**src/rtl/eair_pkg.sv**
```systemverilog
// Constants for the egress action index resolver: field widths, encodings,
// key codes and reset values.
// Assumes one core clock; all users import the whole package.
//
// Summary of operation
// - Encapsulation index zero disables label push; 1 to 127 select an entry.
// - Alternate encapsulation index, same encoding, replaces primary under protection.
// - Pop field zero pops the header's 16-bit word count.
// - Pop field 1 pops nothing; 2 to 21 pop 2N bytes; 22-31 reserved.
// - Field byte count above header byte count falls back to header count.
// - A 10-bit service base selects the egress counter set.
// - Alternate 10-bit service base replaces primary when protection enables it.
// - Statistics index is base plus 3-bit per-class offset at 3*class.
// - Eight-bit map index gives address bits 10:3; key gives low part.
// - Maps 0 and 1 use resource A; maps 2 and 3 use resource B.
// - Key 0 adds QoS; key 1 adds DP*8 plus QoS.
// - Key 2 DSCP, key 3 64*DP plus DSCP, key 4 DP*8 plus precedence.
// - Key 5 PCP, key 6 DP*8 plus PCP, key 7 DEI*8 plus PCP.
// - Key 8 adds traffic class; key 9 adds DP*8 plus traffic class.
// - Key 10 popped PCP, key 11 DP*8 plus popped PCP, key 12 popped DEI*8 plus popped PCP.
// - Key 13 adds the class-of-service identifier.
// - Protection 0 ignores alternates; 1 uses them when active; 2 when inactive.

package eair_pkg;

  // ----------------------------------------------------------------
  // Field widths
  // ----------------------------------------------------------------
  localparam int ENCAP_W     = 7;
  localparam int POP_FIELD_W = 5;
  localparam int HDR_POP_W   = 5;
  localparam int POP_BYTES_W = 7;
  localparam int SVC_W       = 10;
  localparam int OFFS_VEC_W  = 24;
  localparam int OFFS_W      = 3;
  localparam int MAP_IDX_W   = 8;
  localparam int MAP_ADDR_W  = 11;
  localparam int MAP_LOW_W   = 3;
  localparam int KEY_W       = 4;
  localparam int NUM_MAPS    = 4;
  localparam int MEP_W       = 8;
  localparam int DP_W        = 2;
  localparam int DSCP_W      = 6;

  // ----------------------------------------------------------------
  // Pop count field encodings
  // ----------------------------------------------------------------
  localparam logic [4:0] POP_USE_HDR = 5'h00;
  localparam logic [4:0] POP_NONE    = 5'h01;
  localparam logic [4:0] POP_MAX     = 5'h15;

  // ----------------------------------------------------------------
  // Protection selection encodings
  // ----------------------------------------------------------------
  localparam logic [1:0] PROT_OFF      = 2'h0;
  localparam logic [1:0] PROT_IF_ACT   = 2'h1;
  localparam logic [1:0] PROT_IF_INACT = 2'h2;

  // ----------------------------------------------------------------
  // Mapping key codes
  // ----------------------------------------------------------------
  localparam logic [3:0] KEY_QOS        = 4'h0;
  localparam logic [3:0] KEY_DP_QOS     = 4'h1;
  localparam logic [3:0] KEY_DSCP       = 4'h2;
  localparam logic [3:0] KEY_DP_DSCP    = 4'h3;
  localparam logic [3:0] KEY_DP_TOSPRE  = 4'h4;
  localparam logic [3:0] KEY_PCP        = 4'h5;
  localparam logic [3:0] KEY_DP_PCP     = 4'h6;
  localparam logic [3:0] KEY_DEI_PCP    = 4'h7;
  localparam logic [3:0] KEY_TC         = 4'h8;
  localparam logic [3:0] KEY_DP_TC      = 4'h9;
  localparam logic [3:0] KEY_POP_PCP    = 4'ha;
  localparam logic [3:0] KEY_DP_POP_PCP = 4'hb;
  localparam logic [3:0] KEY_PDEI_PPCP  = 4'hc;
  localparam logic [3:0] KEY_CLASS_OF_SERVICE_ID      = 4'hd;
  localparam logic [3:0] KEY_DP_CLASS_OF_SERVICE_ID   = 4'he;

  // ----------------------------------------------------------------
  // Reset values
  // ----------------------------------------------------------------
  localparam logic [6:0]  RST_ENCAP = 7'h00;
  localparam logic [9:0]  RST_SVC   = 10'h000;
  localparam logic [10:0] RST_ADDR  = 11'h000;

endpackage

```
**src/rtl/eair_map_index.sv**
```systemverilog
// One mapping-table address former: base in the high bits plus a
// key-selected frame attribute.
// Assumes all inputs are stable for the cycle; purely combinational.
`timescale 1ns/1ps
`default_nettype none

module eair_map_index
  import eair_pkg::*;
(
  input  wire logic [7:0]  map_base_address,
  input  wire logic [3:0]  key,
  input  wire logic [2:0]  qos,
  input  wire logic [1:0]  dp,
  input  wire logic [5:0]  dscp,
  input  wire logic [2:0]  pcp,
  input  wire logic        dei,
  input  wire logic [2:0]  tc,
  input  wire logic [2:0]  class_of_service_id,
  input  wire logic [2:0]  popped_pcp,
  input  wire logic        popped_dei,
  output logic      [10:0] addr,
  output logic             key_reserved
);

  logic [10:0] offs;
  logic [2:0]  tos_precedence_bits;

  // ----------------------------------------------------------------
  // Offset selection
  // ----------------------------------------------------------------
  // Offsets may spill past bits 2:0 on wide keys; the add carries into the base
  always_comb begin
    tos_precedence_bits = dscp[5:3];
    key_reserved        = 1'b0;
    offs                = 11'h000;
    case (key)
      KEY_QOS:        offs = {8'h00, qos};
      KEY_DP_QOS:     offs = {6'h00, dp, qos};
      KEY_DSCP:       offs = {5'h00, dscp};
      KEY_DP_DSCP:    offs = {3'h0, dp, dscp};
      KEY_DP_TOSPRE:  offs = {6'h00, dp, tos_precedence_bits};
      KEY_PCP:        offs = {8'h00, pcp};
      KEY_DP_PCP:     offs = {6'h00, dp, pcp};
      KEY_DEI_PCP:    offs = {7'h00, dei, pcp};
      KEY_TC:         offs = {8'h00, tc};
      KEY_DP_TC:      offs = {6'h00, dp, tc};
      // Popped tag keys; key 11 takes DP as its title says
      KEY_POP_PCP:    offs = {8'h00, popped_pcp};
      KEY_DP_POP_PCP: offs = {6'h00, dp, popped_pcp};
      KEY_PDEI_PPCP:  offs = {7'h00, popped_dei, popped_pcp};
      KEY_CLASS_OF_SERVICE_ID:      offs = {8'h00, class_of_service_id};
      KEY_DP_CLASS_OF_SERVICE_ID:   offs = {6'h00, dp, class_of_service_id};
      default:        key_reserved = 1'b1;
    endcase
  end

  assign addr = {map_base_address, 3'h0} + offs;

endmodule

`default_nettype wire

```
**src/rtl/eair_resolver.sv**
```systemverilog
// Egress action index resolver: turns one matched egress lookup action
// plus the frame's internal-header metadata into hardware indices.
// Assumes action and metadata arrive together with action_valid, one
// frame per cycle, all synchronous to clk; results appear one cycle later.
`timescale 1ns/1ps
`default_nettype none

module eair_resolver
  import eair_pkg::*;
#(
  parameter int ENCAP_WIDTH    = ENCAP_W,
  parameter int SVC_WIDTH      = SVC_W,
  parameter int MAP_IDX_WIDTH  = MAP_IDX_W
)
(
  input  wire logic                  clk,
  input  wire logic                  reset,

  // Action entry from the egress lookup stage
  input  wire logic                  action_valid,
  input  wire logic [6:0]            encapsulation_index,
  input  wire logic [6:0]            encapsulation_index_alt,
  input  wire logic [4:0]            pop_count_field,
  input  wire logic [9:0]            service_counter_base,
  input  wire logic [9:0]            service_counter_base_alt,
  input  wire logic [23:0]           per_class_counter_offsets,
  input  wire logic [7:0]            map_index_zero,
  input  wire logic [7:0]            map_index_one,
  input  wire logic [7:0]            map_index_two,
  input  wire logic [7:0]            map_index_three,
  input  wire logic [15:0]           map_keys,
  input  wire logic [1:0]            protection_select,
  input  wire logic [7:0]            maint_index,
  input  wire logic [7:0]            maint_index_alt,

  // Per-frame internal-header metadata
  input  wire logic [4:0]            header_word_pop_count,
  input  wire logic                  protection_active,
  input  wire logic [2:0]            qos,
  input  wire logic [1:0]            dp,
  input  wire logic [5:0]            dscp,
  input  wire logic [2:0]            pcp,
  input  wire logic                  dei,
  input  wire logic [2:0]            tc,
  input  wire logic [2:0]            class_of_service_id,
  input  wire logic [2:0]            popped_pcp,
  input  wire logic                  popped_dei,

  // Resolved indices, registered
  output logic                       result_valid,
  output logic                       encap_push_enable,
  output logic [6:0]                 encap_entry,
  output logic [6:0]                 pop_bytes,
  output logic                       pop_field_reserved,
  output logic [9:0]                 stat_index,
  output logic [7:0]                 maint_entry,
  output logic                       alternate_used,
  output logic [43:0]                map_addr,
  output logic [3:0]                 map_on_resource_b,
  output logic [3:0]                 map_key_reserved
);

  // ----------------------------------------------------------------
  // Elaboration checks
  // ----------------------------------------------------------------
  // The logic is built at fixed field widths; other values are refused
  if (ENCAP_WIDTH != ENCAP_W || SVC_WIDTH != SVC_W ||
      MAP_IDX_WIDTH != MAP_IDX_W) begin : g_width_check
    $error("eair_resolver: unsupported width parameter");
  end

  // ----------------------------------------------------------------
  // State
  // ----------------------------------------------------------------
  typedef struct packed {
    logic             valid;
    logic             push_en;
    logic [6:0]       encap;
    logic [6:0]       pop_bytes;
    logic             pop_rsvd;
    logic [9:0]       stat;
    logic [7:0]       maint;
    logic             alt;
    logic [3:0][10:0] addr;
    logic [3:0]       res_b;
    logic [3:0]       key_rsvd;
  } eair_state_type;

  eair_state_type state_q;
  eair_state_type state_d;

  // ----------------------------------------------------------------
  // Helper functions
  // ----------------------------------------------------------------
  // Alternate selection is needed for three index kinds, so decode once here
  function automatic logic use_alternate(input logic [1:0] sel, input logic active);
    logic r;
    r = 1'b0;
    case (sel)
      PROT_IF_ACT:   r = active;
      PROT_IF_INACT: r = ~active;
      default:       r = 1'b0;
    endcase
    return r;
  endfunction

  // Byte count for a 16-bit word count
  function automatic logic [6:0] words_to_bytes(input logic [4:0] words);
    return {1'b0, words, 1'b0};
  endfunction

  // ----------------------------------------------------------------
  // Combinational wires
  // ----------------------------------------------------------------
  logic             alt_sel;
  logic [6:0]       chosen_encap;
  logic [9:0]       chosen_base;
  logic [2:0]       class_offset;
  logic [6:0]       hdr_bytes;
  logic [6:0]       field_bytes;
  logic [6:0]       pop_result;
  logic             pop_rsvd;
  logic [3:0][7:0]  map_bases;
  logic [3:0][10:0] map_addr_c;
  logic [3:0]       map_rsvd_c;

  assign alt_sel = use_alternate(protection_select, protection_active);

  assign chosen_encap = alt_sel ? encapsulation_index_alt : encapsulation_index;

  assign chosen_base = alt_sel ? service_counter_base_alt : service_counter_base;

  assign class_offset = per_class_counter_offsets[3 * class_of_service_id +: OFFS_W];

  // ----------------------------------------------------------------
  // Pop byte count
  // ----------------------------------------------------------------
  assign hdr_bytes   = words_to_bytes(header_word_pop_count);
  assign field_bytes = words_to_bytes(pop_count_field);

  // Reserved field values fall back to the header count, the safe choice
  always_comb begin
    pop_rsvd   = 1'b0;
    pop_result = hdr_bytes;
    if (pop_count_field == POP_USE_HDR) begin
      pop_result = hdr_bytes;
    end else if (pop_count_field == POP_NONE) begin
      pop_result = 7'h00;
    end else if (pop_count_field > POP_MAX) begin
      pop_rsvd   = 1'b1;
      pop_result = hdr_bytes;
    end else if (field_bytes > hdr_bytes) begin
      pop_result = hdr_bytes;
    end else begin
      pop_result = field_bytes;
    end
  end

  // ----------------------------------------------------------------
  // Mapping address formers
  // ----------------------------------------------------------------
  assign map_bases[0] = map_index_zero;
  assign map_bases[1] = map_index_one;
  assign map_bases[2] = map_index_two;
  assign map_bases[3] = map_index_three;

  // One former per map; each reads its own 4-bit key slice
  for (genvar m = 0; m < NUM_MAPS; m++) begin : g_map
    eair_map_index u_map (
      .map_base_address    (map_bases[m]),
      .key                 (map_keys[m*KEY_W +: KEY_W]),
      .qos                 (qos),
      .dp                  (dp),
      .dscp                (dscp),
      .pcp                 (pcp),
      .dei                 (dei),
      .tc                  (tc),
      .class_of_service_id (class_of_service_id),
      .popped_pcp          (popped_pcp),
      .popped_dei          (popped_dei),
      .addr                (map_addr_c[m]),
      .key_reserved        (map_rsvd_c[m])
    );
  end

  // ----------------------------------------------------------------
  // Next state
  // ----------------------------------------------------------------
  // Valid follows action_valid each cycle; other results move only on a valid action, so they hold between frames
  always_comb begin
    state_d       = state_q;
    state_d.valid = action_valid;
    if (action_valid) begin
      state_d.alt      = alt_sel;
      state_d.encap    = chosen_encap;
      state_d.push_en  = (chosen_encap != RST_ENCAP);
      state_d.pop_bytes = pop_result;
      state_d.pop_rsvd = pop_rsvd;
      state_d.stat     = chosen_base + {7'h00, class_offset};
      state_d.maint    = alt_sel ? maint_index_alt : maint_index;
      state_d.addr     = map_addr_c;
      state_d.key_rsvd = map_rsvd_c;
      state_d.res_b    = 4'hc;
    end
  end

  // ----------------------------------------------------------------
  // State register
  // ----------------------------------------------------------------
  always_ff @(posedge clk or posedge reset) begin
    if (reset) begin
      state_q          <= '0;
      state_q.encap    <= RST_ENCAP;
      state_q.stat     <= RST_SVC;
      state_q.addr     <= {NUM_MAPS{RST_ADDR}};
    end else begin
      state_q <= state_d;
    end
  end

  // ----------------------------------------------------------------
  // Outputs
  // ----------------------------------------------------------------
  assign result_valid       = state_q.valid;
  assign encap_push_enable  = state_q.push_en;
  assign encap_entry        = state_q.encap;
  assign pop_bytes          = state_q.pop_bytes;
  assign pop_field_reserved = state_q.pop_rsvd;
  assign stat_index         = state_q.stat;
  assign maint_entry        = state_q.maint;
  assign alternate_used     = state_q.alt;
  assign map_addr           = state_q.addr;   // Map m at bits 11m+10:11m
  assign map_on_resource_b  = state_q.res_b;
  assign map_key_reserved   = state_q.key_rsvd;

endmodule

`default_nettype wire

```
**config.mk**
```make
export PLATFORM = sky130hd
export DESIGN_NAME = eair_resolver
export DESIGN_NICKNAME = d
export VERILOG_FILES = /design/src/rtl/eair_pkg.sv /design/src/rtl/eair_map_index.sv /design/src/rtl/eair_resolver.sv
export SDC_FILE = /design/constraint.sdc
export NUM_CORES = 1
export LEC_CHECK = 0
export ABC_AREA = 0
export BUFFER_PORTS_ARGS = -buffer_cell sky130_fd_sc_hd__buf_2
export CORE_MARGIN = 2
export CORE_UTILIZATION = 51
export CTS_BUF_LIST = sky130_fd_sc_hd__clkbuf_8
export CTS_CLUSTER_SIZE = 30
export DETAILED_ROUTE_END_ITERATION = 10
export PLACE_DENSITY = 0.82
export SYNTH_ARGS = -nofsm -noshare
export SYNTH_HDL_FRONTEND = slang
export SYNTH_SLANG_ARGS = --single-unit
```
**constraint.sdc**
```tcl
create_clock -name clk -period 2.7 [get_ports clk]
set_input_delay 0.135 -clock clk [delete_from_list [all_inputs] [get_ports clk]]
set_output_delay 0.135 -clock clk [all_outputs]
set_load 0.02 [all_outputs]
```
Word-level counts from Yosys, hierarchy flattened
Cells that the tools add are included.
Widths: inputs -> output; s select.
{"block": "classes", "add_sub_neg": 5, "n_mul": 1, "magnitude_cmp": 2, "eq_ne": 59, "n_shift": 1, "mux": 19, "n_bitwise": 1, "n_reduce_logical": 10}
{"operator": "$pmux 8 s15", "count": 4}
{"operator": "$eq 4x4->1 const B", "count": 28}
{"operator": "$eq 4x3->1 const B", "count": 16}
{"operator": "$reduce_or 15->1", "count": 4}
{"operator": "$add 11x8->11", "count": 4}
{"operator": "$eq 4x2->1 const B", "count": 8}
{"operator": "$mux 6", "count": 4}
{"operator": "$shiftx 24x6->3", "count": 1}
{"operator": "$eq 4x1->1 const B", "count": 4}
{"operator": "$logic_not 4->1", "count": 4}
{"operator": "$add 10x3->10", "count": 1}
{"operator": "$mux 10", "count": 1}
{"operator": "$mux 8", "count": 1}
{"operator": "$mux 1", "count": 7}
{"operator": "$mux 7", "count": 1}
{"operator": "$reduce_bool 7->1", "count": 1}
{"operator": "$gt 6x6->1", "count": 1}
{"operator": "$eq 5x1->1 const B", "count": 1}
{"operator": "$gt 5x5->1 const B", "count": 1}
{"operator": "$logic_not 5->1", "count": 1}
{"operator": "$mul 2x3->5 const A", "count": 1}
{"operator": "$eq 2x1->1 const B", "count": 1}
{"operator": "$eq 2x2->1 const B", "count": 1}
{"operator": "$pmux 1 s2", "count": 1}
{"operator": "$not 1->1", "count": 1}
{"block": "totals", "ff_bits": 85, "input_bits": 163, "out_inout_bits": 88}

Longest topological paths before layout
{"block": "logic_depth", "depth_word": 5, "ltp_mapped": 16, "depth_no_buf": 15}

Modules after synthesis
From an unflattened synthesis, not the netlist that was laid out.
{"block": "unflattened", "hier_cells": 741, "area_unflattened_um2": 6886.6}
{"module": "eair_resolver", "n_inst": 1, "cells_each": 357, "area_per_inst_um2": 4124.0}
{"module": "eair_map_index at g_map[0].u_map ...", "n_inst": 3, "cells_each": 92, "area_per_inst_um2": 664.4}
{"module": "eair_map_index at g_map[3].u_map", "n_inst": 1, "cells_each": 108, "area_per_inst_um2": 769.5}

Least setup slack after synthesis
OpenSTA, ideal clock, no wires.
{"block": "synth_path", "kind": "input -> register", "from": "in protection_select[1]", "to": "reg state_q (netlist bit stat_index[9])", "setup_time_ns": 0.082, "t_arrival_ns": 2.729, "t_required_ns": 2.618, "slack_ns": -0.111, "stages": 12, "path_cell_list": "buf_4 > buf_4 > o21ai_2 > buf_2 > mux2i_1 > inv_1 > ha_1 > a21o_1 > a21oi_1 > nand2b_1 > or4_1 > a31oi_1"}
{"block": "synth_via", "elab_chain_len": 4, "word_cells_on_any_way": 5, "cone_classes": "1 x add/sub; 2 x eq/ne; 2 x mux"}
{"element": "start: declaration", "line": "eair_resolver.sv:32", "rtl": "input wire logic [1:0] protection_select,"}
{"element": "$eq 2x2->1 or $eq 2x1->1 (tied branches)", "line": "eair_resolver.sv:99", "rtl": "case (sel)"}
{"element": "$pmux 1 s2 (*)", "line": "eair_resolver.sv:99"}
{"element": "$mux 10 (*)", "line": "eair_resolver.sv:131", "rtl": "assign chosen_base = alt_sel ? service_counter_base_alt : service_counter_base;"}
{"element": "$add 10x3->10 (*)", "line": "eair_resolver.sv:199", "rtl": "state_d.stat = chosen_base + {7'h00, class_offset};"}
{"element": "end signal: assignment", "line": "eair_resolver.sv:217", "rtl": "state_q <= state_d;"}
{"element": "end: declaration", "line": "eair_resolver.sv:89", "rtl": "eair_state_type state_q;"}
Mark *: on every way between the ends. The rest lies on a longest branch, timed or not.
A chain may end at the register's enable or synchronous reset.

Worst setup path in the final report
{"block": "layout_path", "from": "in map_keys[1]", "to": "reg state_q (netlist bit map_addr[8])"}
{"block": "layout_via", "elab_chain_len": 3, "word_cells_on_any_way": 17, "cone_classes": "1 x add/sub; 14 x eq/ne; 1 x mux; 1 x reduce/logical"}
{"element": "start: declaration", "line": "eair_resolver.sv:31", "rtl": "input wire logic [15:0] map_keys,"}
{"element": "$eq 4x4->1 (tied with other cells)", "line": "eair_map_index.sv:36", "rtl": "case (key)"}
{"element": "$pmux 8 s15 (*)", "line": "eair_map_index.sv:36"}
{"element": "$add 11x8->11 (*)", "line": "eair_map_index.sv:57", "rtl": "assign addr = {map_base_address, 3'h0} + offs;"}
Marked as above.

==> summary.txt <==
Setup path
  • CP startpoint kind: input pin
  • Worst Path Required: around 2900 ps
  • Reg-to-reg slack, setup: 1920 ps
  • CP arrival: around 2500 ps
  • CP Launch Point: map_keys[1]
  • Levels on crit path: 14
  • Cells along the critical path: buf_2, nor2b_1, nor2_1, nand2_1, o21ai_0, a22oi_1, inv_1, ha_1, a21o_1, a21oi_1, o21ai_0, a21oi_1, xnor2_1, mux2_2
  • Critical path's slowest cell: ha_1
  • R2r endpoint: map_on_resource_b[2]
  • Setup crit end: map_addr[8]
  • CP Buf/Inv Count: 2
  • Crit end category: flop
  • Slowest stage delay, CP: 280 ps
  • CP max FO: 9
  • Largest delay share family, worst path: compound AO/OA/AOI/OAI gates
  • Worst reg-to-reg path cell count: 1
  • Worst r2r src: map_on_resource_b[2]
  • Setup CP Type: input pin to flop

Timing
  • Clock Skews: 0 ps
  • Max_slew headroom: roughly half
  • RSZ-0062 raised after global routing: no
  • Final Hold Vio Count: 0
  • Worst slew pin tran: about 740 ps
  • Part of the cycle the worst path needs: 83.74%
  • Final min period: 2261 ps
  • Fmax: approximately 440 MHz
  • Setup violators final: 0
  • Sum of negative setup slack: 0 ps
  • WHS: 65.95 ps
  • Max Slew Vio Count: 0

Synth
  • Yosys cell types: 64
  • Post-Syn Instances: approximately 700
  • Synthesized flop and latch total: 83
  • Yosys top cell area share: between 30% and 40%
  • Register area share after synthesis: between 30% and 40%
  • Ys flop type: dfrtp_1
  • YS warnings: 0
  • Dominant cells by area after synthesis: dfrtp_1, mux2i_1, ha_1
  • Commonest cells in the netlist: dfrtp_1, a21oi_1, nor2_1
  • Share of async-settable or async-resettable flops after synthesis: 100.0%
  • Synthesized area: ~6300 µm²
  • Synth area leader: dfrtp_1
  • Post-synth EDFFs: 0
  • Mean Syn Cell Area: roughly 9 µm²
  • Most common cell in the synthesized netlist: dfrtp_1

Global route
  • GR Util met3: between 4 and 5%
  • Met1 Use GR: ~34%
  • Initial antenna violation count: 1
  • M2 GR Usage: between 40 and 50%
  • GRT Total Usage: a little over a quarter
  • Largest net degree at the start of global routing: 52
  • GRT busiest layer: met2
  • First-pass GRT wire length: around 29 mm
  • Global route total overflow: 0
  • Number of global-route vias before repair: between 6000 and 7000

Clock network
  • Sink Count: 83
  • Hold buffer count at CTS: 1
  • Clock-pin slew on the worst setup and hold paths: about 90 ps
  • CTS tree: built
  • Cts bufs inserted: 9
  • Resized cells post-CTS: 0
  • Clk Latency, worst-skew pair: around 350 ps
  • H-tree levels: 3
  • Clock Tree Root: clkbuf_8
  • Clock Path Buffers: 2
  • Post-CTS Setup Bufs: 0

Placement
  • RD Place Congestion: approximately 0.95
  • Post-Place Cells: between 1000 and 1500
  • Port Buffers: between 200 and 250
  • DP HPWL: ~14 mm

Routing
  • DR WL/cell: 16.32 µm
  • DRT iter0 DRCs: between 400 and 500
  • Drt drc: 0
  • Vias: 6396
  • DRT antenna net count: 0
  • WL final: roughly 18 mm
  • Vias per cell: 5.690
  • Drt first pass iters: 5

Floorplanning
  • Die width: about 120 µm
  • Die height: 115.4 µm
  • # IOs: around 250
  • Die ar.: approximately 13000 µm²
  • Row count: 40
  • Initial Util: 52.44%
  • CORE AREA: about 12000 µm²

Pwr
  • Maximum vdd drop: about 250 µV
  • P per Cell Area: between 400 and 500 nW/µm²
  • Leak: 3.903 nW
  • Final Power: between 0.003 and 0.004 W

Layout
  • Final Net Count: roughly 1100
  • Layout area overhead: 26.21%
  • Final Non-Filler Cells: 1124
  • Final core utilization: around two thirds
  • Share of cells above drive strength 1: between 30% and 40%

Worst hold path
  • Hold WC Path Type: input pin to flop

Outcome
  • Status: complete, no violations

Flow run
  • Maxcap violations: 0
==> worst min-delay path: stages <==
cell	delay, ps
buf_2	90
or3_1	90
a31oi_1	70
==> cells in the final DEF (no fill, tap or decap), drive strengths merged, types with 12 or more instances in the layout <==
cell	Yosys	routed
buf	20	273
dfrtp	83	83
a21oi	65	65
nor2	58	58
nand2	43	43
inv	43	42
o21ai	40	40
mux2i	37	37
ha	28	28
mux2	26	26
a22oi	19	19
nor2b	18	18
o22ai	17	17
o2bb2ai	15	15
xnor2	14	14
and3	14	14
nand3	13	13
clkbuf	29	13
a31oi	12	12
==> final cells by class <==
cell class                      count  area (µm²)
Multi-Input combinational cell    538        3869
Clock inverter                      3       20.02
Antenna cell                        1       2.502
Sequential cell                    83        2077
Clock buffer                       13       178.9
Inverter                           44       166.4
Tap cell                          168       210.2
Fill cell                        1070        4079
Timing Repair Buffer              274        1459
==> layer usage <==
| metal | vias up | wire [µm] | part of all wire [%] |
|---|---|---|---|
| met5 | - | 0 | 0 |
| met4 | 0 | 364 | 2.0 |
| met3 | 29 | 1455 | 7.9 |
| met2 | 259 | 8883 | 48 |
| met1 | 3044 | 7643 | 42 |
| li1 | 3064 | - | - |
==> through the flow <==
| stage | setup slack, ps | instance area [µm²] |
|---|---|---|
| after floorplan | 2.502 | 6346 |
| after detailed placement | 78.43 | 7771 |
| final | 439.0 | 7983 |
| after global placement | 163.2 | 7771 |
| after global routing | 167.9 | 7983 |
| after CTS | 455.4 | 7980 |
==> cells by family (layout without fill, tap and decap cells) <==
family / count (synthesis) / after routing / share of synthesized area [%]
and+or+nand+nor: 184 / 184 / 14.26
DFF: 83 / 83 / 32.84
adders and majority gates: 33 / 33 / 7.122
muxes: 70 / 70 / 12.98
buffers and inverters: 93 / 334 / 6.290
other: 1 / 5 / 0.05929
AOI/OAI and AO/OA: 223 / 223 / 23.13
xor gates and xnor gates: 24 / 24 / 3.323
==> worst min path at each step <==
stage / startpoint / to / slack, ps / cells past startpoint
finish: map_index_three[7] / map_addr[43] / 70 / 3
global route: map_index_one[7] / map_addr[21] / 60 / 3
CTS: map_index_three[7] / map_addr[43] / 50 / 3
detailed placement: reset / pop_bytes[3] / 220 / 2
global placement: reset / pop_bytes[4] / 220 / 2
floorplan: action_valid / result_valid / 170 / 0
==> report_power, final <==
group | total, W | leakage, nW | switching, W | internal (W)
Clock | 0.000887 | 0.0977 | 0.000453 | 0.000434
Sequential | 0.00151 | 0.970 | 0.0000911 | 0.00142
Combinational | 0.00140 | 2.84 | 0.000827 | 0.000575
Total | 0.00380 | 3.90 | 0.00137 | 0.00243
==> sequential cells by signal, summed over array words and instances, names as in the netlist, 4 cells and up <==
register          flops
stat_index           10
map_addr             44
pop_bytes             5
maint_entry           8
encap_entry           7
map_key_reserved      4
(Power assumes the default switching activity.)
